<file path="config.mk">
export PLATFORM = sky130hd
export DESIGN_NAME = efd_core
export DESIGN_NICKNAME = d
export VERILOG_FILES = /design/src/hw/efd_pkg.sv /design/src/hw/efd_core.sv /design/src/hw/efd_maint_mem.sv
export VERILOG_INCLUDE_DIRS = /design/src /design/src/hw
export SDC_FILE = /design/constraint.sdc
export NUM_CORES = 1
export LEC_CHECK = 0
export BUFFER_PORTS_ARGS = -buffer_cell sky130_fd_sc_hd__buf_4
export CAP_MARGIN = 10
export CELL_PAD_IN_SITES_DETAIL_PLACEMENT = 1
export CELL_PAD_IN_SITES_GLOBAL_PLACEMENT = 1
export CORE_MARGIN = 4
export CORE_UTILIZATION = 51
export CTS_BUF_LIST = sky130_fd_sc_hd__clkbuf_4
export DETAILED_ROUTE_END_ITERATION = 6
export GPL_ROUTABILITY_DRIVEN = 0
export HOLD_SLACK_MARGIN = 0.12
export PLACE_DENSITY_LB_ADDON = 0.1
export RECOVER_POWER = 50
export SETUP_SLACK_MARGIN = 0.4
export SLEW_MARGIN = 0
export SYNTH_ARGS = -nofsm -noshare
export SYNTH_HDL_FRONTEND = slang
export SYNTH_HIERARCHICAL = 1
export SYNTH_SLANG_ARGS = --single-unit
</file>
<file path="constraint.sdc">
create_clock -name clk -period 4.43 [get_ports clk]
set_clock_uncertainty 0.05 [all_clocks]
set_input_delay 0 -clock clk [delete_from_list [all_inputs] [get_ports clk]]
set_output_delay 0 -clock clk [all_outputs]
set_load 0.02 [all_outputs]
</file>
<file path="src/hw/efd_cfg.svh">
// Constants for the extended fault descriptor block
`ifndef EFD_CFG_SVH
`define EFD_CFG_SVH
`define EFD_BITS 64
`define EFD_WORD_W 16
`define EFD_MEM_DEPTH 16
`define EFD_OP_READ_MAINT 3'h6
`define EFD_MEM_FIRST 4'h3
`define EFD_WORDS 3'h4
`define EFD_B_CYL 1
`define EFD_B_SPARE 11
`define EFD_B_HEAD 13
`define EFD_B_SECT 16
`define EFD_B_OP 23
`define EFD_B_UNIT 26
`define EFD_B_VAR 29
`define EFD_B_MISS_RWCLK 34
`define EFD_B_MISS_AM 35
`define EFD_B_RD_DATA 36
`define EFD_B_NO_INDEX 37
`define EFD_B_CM_ERR 38
`define EFD_B_MSG 39
`define EFD_B_WP_WE 45
`define EFD_B_CM_SEEK 46
`define EFD_B_ILL_CYL 48
`define EFD_B_OFS_WE 50
`define EFD_B_OFS_SEEK 51
`define EFD_B_SEEK_INC 52
`define EFD_B_OFFTRK_WE 53
`define EFD_B_END_STOP 54
`define EFD_MSG_W 24
`define EFD_FLAG_W 32
`endif

</file>
<file path="src/hw/efd_pkg.sv">
// Types for the extended fault descriptor block
package efd_pkg;
  typedef enum logic [1:0] {
    EFD_IDLE = 2'h0,
    EFD_COPY = 2'h1,
    EFD_DONE = 2'h3
  } efd_state_t;
  typedef logic [63:0] efd_desc_t;
endpackage

</file>
<file path="src/hw/efd_core.sv">
// Extended fault descriptor: capture, message overlay, readout and copy
`include "efd_cfg.svh"

module efd_core #(
  parameter logic [2:0] RDM_OPCODE = `EFD_OP_READ_MAINT,
  parameter logic MODEL_FLAG = 1'b1
) (
  // Clock and reset
  input wire logic clk,
  input wire logic reset_n,
  // Operation control
  input wire logic op_start,
  input wire logic op_end,
  input wire logic [2:0] opcode,
  input wire logic [2:0] unit,
  input wire logic [3:0] variant,
  input wire logic local_mode,
  input wire logic try_diag,
  // Address counter
  input wire logic [9:0] addr_cyl,
  input wire logic [2:0] addr_head,
  input wire logic [6:0] addr_sect,
  // Fault events
  input wire logic ev_missing_rw_clock,
  input wire logic ev_missing_addr_mark,
  input wire logic ev_read_data_missing,
  input wire logic ev_no_index,
  input wire logic ev_cm_error,
  input wire logic ev_offline,
  input wire logic seeking,
  input wire logic write_enable,
  input wire logic ev_write_protect,
  input wire logic ev_offset,
  input wire logic ev_off_track,
  input wire logic ev_illegal_cyl,
  input wire logic ev_seek_incomplete,
  input wire logic ev_end_stop,
  // Last controller message sent
  input wire logic cm_mark,
  input wire logic cm_write,
  input wire logic cm_read,
  input wire logic cm_addr_mark,
  input wire logic cm_continue,
  input wire logic cm_select,
  input wire logic [12:0] cm_payload,
  input wire logic cm_write_en,
  // Panel access to maintenance memory
  input wire logic panel_load,
  input wire logic [3:0] panel_addr,
  input wire logic [15:0] panel_data,
  input wire logic [3:0] panel_rd_addr,
  output logic [15:0] panel_rd_data,
  // Descriptor readout
  output logic [15:0] desc_word_one,
  output logic [15:0] desc_word_two,
  output logic [15:0] desc_word_three,
  output logic [15:0] desc_word_four,
  output logic desc_visible,
  output logic copy_busy,
  // Plug-on address indicator
  output logic [9:0] ind_cyl,
  output logic [2:0] ind_head,
  output logic [6:0] ind_sect,
  output logic [2:0] ind_unit
);
  // Vector index of descriptor bit n; bit 1 is index 63
  function automatic int dpos(input int n);
    return `EFD_BITS - n;
  endfunction

  // Word k (0 to 3) of the descriptor, word one in the high bits
  function automatic logic [15:0] dword(input efd_pkg::efd_desc_t d,
                                        input logic [1:0] k);
    return d[63 - 16 * k -: 16];
  endfunction

  efd_pkg::efd_desc_t desc_reg, desc_next;
  logic active_reg, active_next;
  logic cm_sub_reg, cm_sub_next;
  logic diag_reg, diag_next;
  efd_pkg::efd_state_t state_reg, state_next;
  logic [1:0] cnt_reg, cnt_next;
  logic [15:0] w1_reg, w2_reg, w3_reg, w4_reg;
  logic [9:0] icyl_reg;
  logic [2:0] ihead_reg, iunit_reg;
  logic [6:0] isect_reg;
  logic is_rdm, start_new, copy_go, watch;
  logic [`EFD_MSG_W-1:0] msg_vec;
  logic [21:0] msg_body;
  logic mem_we;
  logic [3:0] mem_waddr;
  logic [15:0] mem_wdata;

  assign is_rdm = opcode == RDM_OPCODE;
  assign start_new = op_start && !is_rdm;
  assign copy_go = op_start && is_rdm && variant[2] && local_mode &&
                   try_diag;
  assign watch = active_reg || start_new;

  // Message image, mark bit leftmost; parities even over their spans
  assign msg_body = {cm_mark, cm_write, cm_read, cm_addr_mark,
                     ^{cm_mark, cm_write, cm_read, cm_addr_mark},
                     cm_continue, cm_select, cm_payload, cm_write_en,
                     1'b0};
  assign msg_vec = {msg_body, ^msg_body, 1'b0};

  always_comb begin
    desc_next = desc_reg;
    active_next = active_reg;
    cm_sub_next = cm_sub_reg;
    diag_next = diag_reg;
    if (start_new) begin
      desc_next[dpos(`EFD_B_CM_ERR - 5):0] = '0;
      cm_sub_next = 1'b0;
      active_next = 1'b1;
      desc_next[dpos(`EFD_B_OP) -: 3] = opcode;
      desc_next[dpos(`EFD_B_UNIT) -: 3] = unit;
      desc_next[dpos(`EFD_B_VAR) -: 4] = {variant[0], variant[1],
                                          variant[2], variant[3]};
    end else if (active_reg && op_end) begin
      active_next = 1'b0;
    end
    if (op_start) begin
      diag_next = local_mode && try_diag;
    end
    if (watch) begin
      desc_next[dpos(`EFD_B_CYL) -: 10] = addr_cyl;
      desc_next[dpos(`EFD_B_HEAD) -: 3] = addr_head;
      desc_next[dpos(`EFD_B_SECT) -: 7] = addr_sect;
      desc_next[dpos(`EFD_B_MISS_RWCLK)] |= ev_missing_rw_clock;
      desc_next[dpos(`EFD_B_MISS_AM)] |= ev_missing_addr_mark;
      desc_next[dpos(`EFD_B_RD_DATA)] |= ev_read_data_missing;
      desc_next[dpos(`EFD_B_NO_INDEX)] |= ev_no_index;
      desc_next[dpos(`EFD_B_CM_ERR)] |= ev_cm_error;
      // A new operation drops the old overlay in its own start cycle
      if (!cm_sub_reg || start_new) begin
        desc_next[dpos(`EFD_B_MSG)] = MODEL_FLAG;
        desc_next[dpos(`EFD_B_WP_WE)] |=
          ev_write_protect && write_enable;
        desc_next[dpos(`EFD_B_CM_SEEK)] |=
          (ev_cm_error || ev_offline) && seeking;
        desc_next[dpos(`EFD_B_ILL_CYL)] |= ev_illegal_cyl;
        desc_next[dpos(`EFD_B_OFS_WE)] |=
          ev_offset && write_enable;
        desc_next[dpos(`EFD_B_OFS_SEEK)] |= ev_offset && seeking;
        desc_next[dpos(`EFD_B_SEEK_INC)] |= ev_seek_incomplete;
        desc_next[dpos(`EFD_B_OFFTRK_WE)] |=
          ev_off_track && write_enable;
        desc_next[dpos(`EFD_B_END_STOP)] |= ev_end_stop;
      end
      if (ev_cm_error && !local_mode) begin
        desc_next[dpos(`EFD_B_MSG) -: `EFD_MSG_W] = msg_vec;
        cm_sub_next = 1'b1;
      end
    end
    desc_next[dpos(`EFD_B_SPARE) -: 2] = 2'h0;
  end

  always_ff @(posedge clk or negedge reset_n) begin
    if (!reset_n) begin
      desc_reg <= '0;
      active_reg <= 1'b0;
      cm_sub_reg <= 1'b0;
      diag_reg <= 1'b0;
    end else begin
      desc_reg <= desc_next;
      active_reg <= active_next;
      cm_sub_reg <= cm_sub_next;
      diag_reg <= diag_next;
    end
  end

  // Copy sequencer into maintenance memory
  always_comb begin
    state_next = state_reg;
    cnt_next = cnt_reg;
    unique case (state_reg)
      efd_pkg::EFD_IDLE: begin
        cnt_next = 2'h0;
        if (copy_go) begin
          state_next = efd_pkg::EFD_COPY;
        end
      end
      efd_pkg::EFD_COPY: begin
        cnt_next = cnt_reg + 2'h1;
        if (cnt_reg == 2'h3) begin
          state_next = efd_pkg::EFD_DONE;
        end
      end
      efd_pkg::EFD_DONE: begin
        state_next = efd_pkg::EFD_IDLE;
      end
      default: begin
        state_next = efd_pkg::EFD_IDLE;
      end
    endcase
  end

  always_ff @(posedge clk or negedge reset_n) begin
    if (!reset_n) begin
      state_reg <= efd_pkg::EFD_IDLE;
      cnt_reg <= 2'h0;
    end else begin
      state_reg <= state_next;
      cnt_reg <= cnt_next;
    end
  end

  assign copy_busy = state_reg == efd_pkg::EFD_COPY;
  // Panel load is ignored while a copy owns the write port
  assign mem_we = copy_busy || panel_load;
  assign mem_waddr = copy_busy ? `EFD_MEM_FIRST + {2'h0, cnt_reg}
                               : panel_addr;
  assign mem_wdata = copy_busy ? dword(desc_reg, cnt_reg) : panel_data;

  efd_maint_mem #(
    .WIDTH(`EFD_WORD_W),
    .DEPTH(`EFD_MEM_DEPTH),
    .AW(4)
  ) u_mem (
    .clk(clk),
    .we(mem_we),
    .waddr(mem_waddr),
    .wdata(mem_wdata),
    .raddr(panel_rd_addr),
    .rdata(panel_rd_data)
  );

  // Readout words and indicator registers
  always_ff @(posedge clk or negedge reset_n) begin
    if (!reset_n) begin
      w1_reg <= 16'h0000;
      w2_reg <= 16'h0000;
      w3_reg <= 16'h0000;
      w4_reg <= 16'h0000;
      icyl_reg <= 10'h000;
      ihead_reg <= 3'h0;
      isect_reg <= 7'h00;
      iunit_reg <= 3'h0;
    end else begin
      w1_reg <= diag_next ? dword(desc_next, 2'h0) : 16'h0000;
      w2_reg <= diag_next ? dword(desc_next, 2'h1) : 16'h0000;
      w3_reg <= diag_next ? dword(desc_next, 2'h2) : 16'h0000;
      w4_reg <= diag_next ? dword(desc_next, 2'h3) : 16'h0000;
      icyl_reg <= addr_cyl;
      ihead_reg <= addr_head;
      isect_reg <= addr_sect;
      iunit_reg <= start_new ? unit : iunit_reg;
    end
  end

  assign desc_word_one = w1_reg;
  assign desc_word_two = w2_reg;
  assign desc_word_three = w3_reg;
  assign desc_word_four = w4_reg;
  assign desc_visible = diag_reg;
  assign ind_cyl = icyl_reg;
  assign ind_head = ihead_reg;
  assign ind_sect = isect_reg;
  assign ind_unit = iunit_reg;
endmodule

</file>
<file path="src/hw/efd_maint_mem.sv">
// Maintenance memory with one write port and a registered read port
module efd_maint_mem #(
  parameter int WIDTH = 16,
  parameter int DEPTH = 16,
  parameter int AW = 4
) (
  // Clock
  input wire logic clk,
  // Write port
  input wire logic we,
  input wire logic [AW-1:0] waddr,
  input wire logic [WIDTH-1:0] wdata,
  // Read port
  input wire logic [AW-1:0] raddr,
  output logic [WIDTH-1:0] rdata
);
  logic [WIDTH-1:0] mem [DEPTH];

  always_ff @(posedge clk) begin
    if (we) begin
      mem[waddr] <= wdata;
    end
    rdata <= mem[raddr];
  end
endmodule

</file>
Word-level counts from Yosys, hierarchy flattened:

Memories as Yosys holds them, arrays and structs flattened. A register that Yosys moved wholly into a read port is not among the register bits.
Cells that the tools add are included.

* output and inout port bits: 105
* RAM bits: 256
* bits in registers: 156
* memories: 1

Memory list
* u_mem.mem: depth 16, bits a word 16, read ports 1, clocked after Yosys merged registers in 1, wr ports 1, line efd_maint_mem.sv:17 `logic [WIDTH-1:0] mem [DEPTH];`

* $add $sub $neg: 3
* shifts and indexed selects: 1
* muxes and demuxes: 27
* reduce and logical (&&, ||, !) cells: 26
* bitwise logic cells: 13
* eq/ne operators: 5

Operator list (number)
* 16-bit two-way mux: 5
* 79-bit by 33-bit indexed part select with 16-bit output: 1
* 42-bit two-way mux: 1
* 29-bit two-way mux: 1
* 24-bit two-way mux: 1
* 22-bit parity: 1
* 10-bit two-way mux: 2
* 1-bit logical AND: 13
* 1-bit OR: 13
* 1-bit two-way mux: 10
* 2-bit case mux with 2 select lines: 2
* 6-bit by 6-bit subtractor with 7-bit output, first input constant: 1
* 2-bit two-way mux: 3
* 5-bit two-way mux: 1
* 1-bit logical OR: 4
* 4-bit two-way mux: 1
* 2-bit nonzero test: 2
* 4-bit parity: 1
* 2-bit by 2-bit adder with 3-bit output, first input constant: 1
* 3-bit equality test, second input constant: 1
* 1-bit zero test: 3
* 2-bit by 1-bit adder with 2-bit output, second input constant: 1
* 2-bit by 1-bit equality test with 1-bit output, second input constant: 1
* 2-bit equality test, second input constant: 1
* 4 further kinds: 4

Longest topological paths before layout:

Gate-level depths: netlist of the first run.

* word-level depth: 9
* depth in mapped cells: 7
* gate-level depth less buffers: 5

Modules after synthesis:

Netlist of the first run, hierarchy kept.

Modules (own cells, without submodules)
* efd_maint_mem: cells each 432, times used 1, area each 10043.4 µm², seq. area each 8007.7 µm²
* efd_core: cells each 474, times used 1, area each 6050.8 µm², seq. area each 3853.7 µm²

Worst setup path after synthesis of the first run:

Ideal clock, no wire load.

* path kind: reg2reg
* start: register cnt_reg[0]
* end: memory u_mem.mem[0][0], enable pin
* path slack: 1.205 ns
* clock period less this slack: 3.225 ns
* cell stages (with the launch flop): 8
* path buffers: 2
* arrival time: 2.766 ns
* cells stage by stage: dfrtp_1 buf_2 buf_4 inv_1 ha_1 o21ai_0 or3b_2 nor3_1

* cells in the longest elaborated chain, start to end: 2

Ends and longest elaborated chain
* from (decl): line efd_core.sv:82 `logic [1:0] cnt_reg, cnt_next;`
* from (signal assigned): line efd_core.sv:205 `cnt_reg <= cnt_next;`
* 2-bit by 2-bit adder with 3-bit output (no line)
* 4-bit two-way mux: line efd_core.sv:212 `` assign mem_waddr = copy_busy ? `EFD_MEM_FIRST + {2'h0, cnt_reg} ``
* named net mem_waddr[2]: line efd_core.sv:91 `logic [3:0] mem_waddr;`
* to (decl): line efd_maint_mem.sv:17

The timed path passes the listed nets, and every way through them passes these cells.

Worst setup path after layout of the first run:

* start: register active_reg
* end: register desc_reg[19]

* cells in the longest elaborated chain, start to end: 2

Ends and longest elaborated chain
* from (decl): line efd_core.sv:78 `logic active_reg, active_next;`
* from (signal assigned): line efd_core.sv:167 `active_reg <= active_next;`
* 1-bit logical OR: line efd_core.sv:98 `assign watch = active_reg || start_new;`
* 29-bit two-way mux: line efd_core.sv:126 `if (watch) begin`
* named net desc_next[19]: line efd_core.sv:77 `efd_pkg::efd_desc_t desc_reg, desc_next;`
* to (signal assigned): line efd_core.sv:166 `desc_reg <= desc_next;`
* to (decl): line efd_core.sv:77

The timed path passes the listed nets, and every way through them passes these cells.
A chain may end at the register's enable or synchronous reset.

==> results of run 1 <==
==> metal layers <==
| metal | wire (microns) | global-route usage (%) |
|---|---|---|
| met5 | 18 | 0 |
| met4 | 1900 | 12.1 |
| met1 | 19900 | 39.3 |
| met2 | 27500 | 54.4 |
| met3 | 3710 | 8.03 |
==> power groups by stage <==
| stage | sequential, W | combinational, W | clock (W) |
|---|---|---|---|
| 4_1_cts | 0.00484 | 0.00154 | 0.00342 |
| 2_1_floorplan | 0.00494 | 0.000712 | 0 |
| 3_3_place_gp | 0.00490 | 0.00132 | 0 |
| 3_5_place_dp | 0.00491 | 0.00137 | 0 |
| 5_1_grt | 0.00488 | 0.00165 | 0.00375 |
| 6_report | 0.00486 | 0.00155 | 0.00344 |
==> what timing repair did <==
action                    4_1_cts  5_1_grt
hold buffers                  191        0
gates resized for setup         0        0
hold endpoints to repair      708        0
==> logic make-up (layout without fill, tap and decap cells) <==
logic type | count (synthesis) | count (layout) | share of synthesized area, %
flip-flops | 426 | 426 | 73.7
AND/OR/NAND/NOR | 209 | 209 | 6.17
multiplexers | 101 | 101 | 12.7
AO/OA/AOI/OAI | 88 | 88 | 4.22
buffers and inverters | 61 | 630 | 2.01
XOR/XNOR | 18 | 18 | 0.980
adder cells (fa/ha/maj) | 2 | 2 | 0.155
other | 1 | 8 | 0.0233
==> layout by cell type (no fill, tap or decap), types with 3 or more instances in the layout <==
| master | netlist | layout |
|---|---|---|
| xnor2_1 | 16 | 16 |
| dfrtp_1 | 154 | 154 |
| clkbuf_1 | 17 | 115 |
| diode_2 | 0 | 6 |
| dfxtp_1 | 16 | 16 |
| a22o_1 | 20 | 20 |
| a21oi_1 | 9 | 10 |
| mux2_1 | 0 | 19 |
| dlygate4sd3_1 | 0 | 190 |
| and2_1 | 51 | 34 |
| and2_0 | 0 | 17 |
| clkbuf_4 | 0 | 180 |
| o22a_1 | 3 | 3 |
| a222oi_1 | 6 | 6 |
| inv_1 | 14 | 14 |
| clkinv_1 | 0 | 25 |
| a22oi_1 | 33 | 33 |
| nand2_1 | 103 | 103 |
| edfxtp_1 | 256 | 256 |
| clkinv_2 | 0 | 6 |
| mux4_1 | 10 | 10 |
| mux4_2 | 68 | 68 |
| nor2_1 | 29 | 29 |
| nand3b_1 | 3 | 4 |
| and3_1 | 6 | 6 |
| nor3_2 | 0 | 4 |
| inv_2 | 0 | 3 |
| o21ai_0 | 11 | 11 |
| nand2b_1 | 5 | 5 |
| buf_4 | 9 | 94 |
==> stage by stage <==
stage	power, W	hold slack (ns)	worst slack [ns]	std cells	cell area [sq um]
2_1_floorplan	0.00565	-0.346	1.20	907	16100
3_3_place_gp	0.00622	0.0691	1.35	1486	18100
3_5_place_dp	0.00628	0.0659	1.17	1486	18100
4_1_cts	0.00979	0.132	0.896	1872	21400
5_1_grt	0.0103	0.166	0.247	1877	20900
6_report	0.00985	0.168	0.410	1878	20900
==> worst max-delay path: cells and delay by family (launching register included) <==
kind                   cells  cell delay (ns)
AOI/OAI and AO/OA          2             0.28
buffers and inverters      5             2.69
and+or+nand+nor            1             0.40
DFF                        1             0.49
==> final cells by class <==
| class | instances | area (sq um) | share of cell area [%] |
|---|---|---|---|
| Clock inverter | 36 | 195 | 0.933 |
| Clock buffer | 159 | 1190 | 5.70 |
| Multi-Input combinational cell | 420 | 3910 | 18.7 |
| Inverter | 14 | 52.6 | 0.251 |
| Tap cell | 396 | 495 | 2.37 |
| Sequential cell | 426 | 11900 | 56.7 |
| Antenna cell | 6 | 15.0 | 0.0717 |
| Timing Repair Buffer | 421 | 3200 | 15.3 |
==> how the worst max path moves through the flow <==
stage          cells past startpoint  slack, ns          endpoint       start
3_3_place_gp                       7       1.35   u_mem/mem[5][1]  cnt_reg[0]
2_1_floorplan                      7       1.20   u_mem/mem[0][0]  cnt_reg[0]
3_5_place_dp                       7       1.17  u_mem/mem[2][13]  cnt_reg[0]
6_report                           8       0.41      desc_reg[19]  active_reg
4_1_cts                            8       0.90   u_mem/mem[4][4]  cnt_reg[0]
5_1_grt                            8       0.25      desc_reg[14]  active_reg
==> out/qor.txt, run 1 <==
area leader, netlist -> edfxtp_1
R2R Path Start -> active_reg
EDFF count, synth -> 256
Critical Path RT -> 5.08 ns
Layout Nets -> 1487
P per Cell Area -> 471 nW/um^2
final setup violating endpoints -> 0
Crit Path Category -> flip-flop to flip-flop
Synth top area share -> 47.8%
Switch Pwr -> 0.00281 W
initial antenna violation count -> 5
Die W -> 186 microns
crit path capture type -> flip-flop
CTS Sinks -> 426
Worst path slowest cell -> clkbuf_1
vias -> 10800
Mean Syn Cell Area -> 17.8 sq um
Max Fclk -> 0.249 GHz
Reg2Reg Depth -> 8
Int Pwr -> 0.00704 W
worst min-delay path endpoint -> u_mem/rdata[15]
GRT Overall Usage -> 31.8%
CP Cell Sequence -> a21oi_1 > dlygate4sd3_1 > nor2_1 > clkbuf_1 > a222oi_1 > dlygate4sd3_1 > inv_1 > dlygate4sd3_1
fill count -> 2792
Area contributors post-synth -> edfxtp_1, dfrtp_1, mux4_2
hpwl dp -> 27200 microns
final antenna-violating net count -> 0
violated checks -> max-capacitance violations, max-slew violations
VDD IR max -> 0.238 mV
Overflow after GRT -> 0
#FFs+latches synth -> 426
worst hold path stage count -> 4
combinational share of power -> 15.7%
RSZ-0062 raised after global routing -> false
initial cell density of the core -> 52.2%
Synth Instances -> 906
Most common cell on crit path -> dlygate4sd3_1
initial drt markers -> 837
Setup TNS -> 0 ns
CP arrival -> 4.67 ns
core footprint -> 30800 sq um
Net Sw Frac -> 28.6%
routed len/inst -> 28.2 microns
Ports -> 200
Die Y -> 186 microns
DR DRC count -> 0
clock power share -> 34.9%
Cell Area, Synth -> 16100 sq um
Post-synth top cells -> edfxtp_1, dfrtp_1, nand2_1
post-synthesis cell type count -> 42
H-tree levels -> 3
worst-skew pair later-pin latency -> 0.79 ns
first-pass GRT wire length -> 80200 microns
Clock Path Buffers -> 3
root buffer cell -> clkbuf_4
Core Rows -> 64
share of post-route cells with drive strength above 1 -> 24.7%
Pre-antenna DRT Iters -> 6
slew margin rel. -> -47.6%
R2R Setup Slk -> 0.41 ns
leakage -> 8.30 nW
Hold Path Origin -> panel_rd_addr[0]
Num CTS Buffers -> 107
vias in the first global route -> 12300
Post-CTS Repair Setup Buffers -> 0
Slew @ Worst Pin -> 2.21 ns
period utilization -> 90.8%
largest net degree at the start of global routing -> 86
count leader, synth -> edfxtp_1
status -> complete, but fails checks
Hold WC Path Type -> input port to flip-flop
Critical Path Max Stage Delay -> 0.75 ns
vias per cell -> 5.75
Startpoint Class -> flip-flop
Final min period -> 4.02 ns
Hold Fails Final Rpt -> 0
clk slew on worst S/H paths -> 0.08 ns
Seq/Total Area, Yosys -> 73.7%
max reg flops -> 256
area growth from synthesis to layout -> 30.0%
Port Buffer Count -> 197
number of max-cap violations -> 5
reg2reg end -> desc_reg[19]
asr flop ratio synth -> 36.2%
DIE AREA -> 34500 sq um
sequential power share -> 49.3%
post-layout util -> 67.9%
Synth warnings -> 6
max-slew violation count -> 215
CP Max Fanout -> 16
Routed WL -> 53000 microns
Top FF cell, synth -> edfxtp_1
CTS tree -> yes
(Power assumes the default switching activity.)
==> inputs of run 2 (changes only) <==
--- a/config.mk
+++ b/config.mk
@@ -6,12 +6,13 @@
 export SDC_FILE = /design/constraint.sdc
 export NUM_CORES = 1
 export LEC_CHECK = 0
+export ABC_AREA = 1
 export BUFFER_PORTS_ARGS = -buffer_cell sky130_fd_sc_hd__buf_4
 export CAP_MARGIN = 10
 export CELL_PAD_IN_SITES_DETAIL_PLACEMENT = 1
 export CELL_PAD_IN_SITES_GLOBAL_PLACEMENT = 1
 export CORE_MARGIN = 4
-export CORE_UTILIZATION = 51
+export CORE_UTILIZATION = 47
 export CTS_BUF_LIST = sky130_fd_sc_hd__clkbuf_4
 export DETAILED_ROUTE_END_ITERATION = 6
 export GPL_ROUTABILITY_DRIVEN = 0
==> run 2 against run 1 <==
Net effect:
- the flow still finishes with violations (max-capacitance violations, max-slew violations)
- combinational power grew 4%
- sequential power decreased by 2%
- clock power grew 1%
- worst hold slack improved by 0.086 ns
- routed wire length increased by 18%
- worst setup slack better by 0.019 ns
- first-iteration DRC count is 66% higher
- register-to-register slack better by 0.27 ns
- die area up 18%
- non-clock buffer count up 20
- synthesized area rose by 9.7%
- utilization down 6.3 points
- critical endpoint is now desc_word_one[11]
- highest routed layer is now met4
==> out/qor.txt, run 2 <==
status -> complete, but fails checks
violated checks -> max-capacitance violations, max-slew violations
family with the most delay on the worst path -> buffers and inverters
Mean Syn Cell Area -> 10.1 sq um (-43%)
simple-gate area share of the yosys netlist -> 19.4% (+13 points)
vias in the first global route -> 16400 (+33%)
Most common cell on crit path -> dlygate4sd3_1
worst min-delay path endpoint -> u_mem/mem[10][13]
asr flop ratio synth -> 36.2% (unchanged)
GRT Overall Usage -> 30.8% (-0.92 points)
Core Rows -> 70 (+9.4%)
Area contributors post-synth -> edfxtp_1, dfrtp_1, nand2_1
Slew @ Worst Pin -> 3.25 ns (+1.03 ns)
root buffer cell -> clkbuf_4
Pre-antenna DRT Iters -> 5 (-1)
number of max-cap violations -> 5 (unchanged)
Routed WL -> 62600 microns (+18%)
Die Y -> 202 microns (+8.7%)
Worst path slowest cell -> clkbuf_1
max reg flops -> 256 (unchanged)
crit path capture type -> flip-flop
mux contribution to synthesized area -> 0% (-13 points)
final antenna-violating net count -> 0 (unchanged)
vias per cell -> 5.29 (-7.9%)
Synth warnings -> 6 (unchanged)
Critical Path Max Stage Delay -> 2.00 ns (+1.25 ns)
Hold Path Origin -> panel_addr[2]
CP Max Fanout -> 51 (+35)
Top FF cell, synth -> edfxtp_1
CP Cell Sequence -> dlygate4sd3_1 > clkbuf_4 > dlygate4sd3_1 > nand2_1 > dlygate4sd3_1 > o21a_2 > clkbuf_1 > nor2_1
Final min period -> 4.00 ns (-0.0194 ns)
Max Fclk -> 0.250 GHz (+0.48%)
Cell Area, Synth -> 17700 sq um (+9.7%)
slew margin rel. -> -117% (-69 points)
Num CTS Buffers -> 107 (unchanged)
Setup TNS -> 0 ns (unchanged)
Post-synth top cells -> nand2_1, inv_1, edfxtp_1
routed len/inst -> 22.3 microns (-21%)
period utilization -> 90.3% (-0.44 points)
Synth Instances -> 1741 (+92%)
reg2reg end -> u_mem/mem[2][10]
worst-skew pair later-pin latency -> 0.83 ns (+0.04 ns)
Ports -> 200 (unchanged)
Port Buffer Count -> 197 (unchanged)
count leader, synth -> nand2_1
core footprint -> 36900 sq um (+20%)
share of post-route cells with drive strength above 1 -> 14.7% (-10 points)
total power -> 0.00987 W (+0.19%)
Die W -> 202 microns (+8.7%)
post-synthesis cell type count -> 43 (+2.4%)
CTS tree -> yes
vias -> 14900 (+38%)
initial drt markers -> 1390 (+66%)
H-tree levels -> 3 (unchanged)
CTS Sinks -> 426 (unchanged)
largest net degree at the start of global routing -> 92 (+7.0%)
area growth from synthesis to layout -> 28.7%
leakage -> 10.4 nW (+25%)
R2R Path Start -> state_reg[1]
worst hold path stage count -> 6 (+2)
Layout Nets -> 2306 (+55%)
area leader, netlist -> edfxtp_1
Reg2Reg Depth -> 8 (unchanged)
P per Cell Area -> 434 nW/um^2 (-7.7%)
initial cell density of the core -> 47.9% (-4.3 points)
EDFF count, synth -> 256 (unchanged)
post-synthesis compound-gate area fraction -> 4.26% (+0.037 points)
Overflow after GRT -> 0 (unchanged)
DIE AREA -> 40700 sq um (+18%)
RSZ-0062 raised after global routing -> false
Hold Fails Final Rpt -> 0 (unchanged)
commonest non-fill, non-tap cell in the layout -> nand2_1
CP bufs+invs -> 5 (unchanged)
Adder-Cell Fraction of Synth Area -> 0.142% (-0.014 points)
most frequent cells in the layout -> nand2_1, inv_1, edfxtp_1
Hold WC Path Type -> input port to flip-flop
CP arrival -> 4.45 ns (-0.22 ns)
clk slew on worst S/H paths -> 0.08 ns (about the same)
initial antenna violation count -> 2 (-3)
Startpoint Class -> input port
Crit Path Category -> input port to flip-flop
Seq/Total Area, Yosys -> 67.2% (-6.5 points)
DR DRC count -> 0 (unchanged)
Synth top area share -> 43.5% (-4.2 points)
R2R Setup Slk -> 0.68 ns (+0.27 ns)
hpwl dp -> 33800 microns (+24%)
xor/xnor share of the synthesized area -> 0.645% (-0.33 points)
final setup violating endpoints -> 0 (unchanged)
max-slew violation count -> 226 (+5.1%)
first-pass GRT wire length -> 97600 microns (+22%)
Post-CTS Repair Setup Buffers -> 0 (unchanged)
Clock Path Buffers -> 3 (unchanged)
main combinational cell family by area after synthesis -> simple AND/OR/NAND/NOR gates
Critical Path RT -> 4.88 ns (-0.20 ns)
VDD IR max -> 0.217 mV (-8.9%)
#FFs+latches synth -> 426 (unchanged)
==> run 2: cell families (layout without fill, tap and decap cells) <==
logic type / after synthesis / in the layout
fa+ha+maj: 2 / 2
other cells: 1 / 5
xor+xnor: 13 / 13
simple gates: 812 / 812
compound gates: 132 / 132
buf+inv: 355 / 912
flops: 426 / 426
==> run 2: cell type report <==
type | count | area, sq um
fillers | 4113 | 14100
inverters | 272 | 1030
flip-flops and latches | 426 | 11900
repair buffers | 441 | 3420
multi-input cells | 961 | 4360
well taps | 504 | 631
clock buffers | 170 | 1280
clock inverters | 29 | 139
diodes | 3 | 7.51
==> run 2: timing repair <==
| item | CTS | global route |
|---|---|---|
| hold buffers | 209 | 0 |
| endpoints found under the hold margin | 825 | 0 |
| resized for setup | 0 | 3 |
| endpoints found under the setup margin | 0 | 16 |
==> run 2: routing by layer <==
metal	GRT usage (%)	vias up	part of all wire, %
met1	38.1	7370	38
met5	0	-	0
met4	13.3	0	4.3
li1	-	6585	-
met3	6.95	199	7.6
met2	52.4	702	50
==> run 2: tightest hold or removal path, stage by stage <==
cell and delay (ns):
buf_4 0.11, nand2_1 0.06, o21ai_0 0.26, nand3b_1 0.23
nor2_1 0.06, buf_4 0.22
==> run 2: stage by stage <==
stage	cells	setup slack [ns]	area, sq um	util (%)	hold slack (ns)
final	2806	0.429	22700	61.6	0.255
after global routing	2805	0.293	22700	61.6	0.236
after CTS	2801	0.556	23200	62.8	0.136
after detailed placement	2393	1.23	19600	53.2	0.0202
after global placement	2393	1.39	19600	53.2	0.0184
after floorplan	1742	1.75	17700	-	-0.346
==> run 2: worst max path at each step <==
stage | start | end | depth (start not counted)
global placement | cnt_reg[1] | u_mem/mem[13][14] | 6
CTS | opcode[2] | desc_word_four[7] | 15
detailed placement | cnt_reg[1] | u_mem/mem[15][8] | 6
finish | try_diag | desc_word_one[11] | 8
global route | cm_payload[11] | desc_word_four[3] | 19
floorplan | state_reg[1] | u_mem/mem[4][0] | 5
==> run 2: where the power goes <==
group | total [W] | internal (W) | switching, W | leakage, nW
combinational | 0.00161 | 0.000485 | 0.00112 | 5.09
sequential | 0.00478 | 0.00465 | 0.000127 | 4.40
clock | 0.00349 | 0.00179 | 0.00169 | 0.861
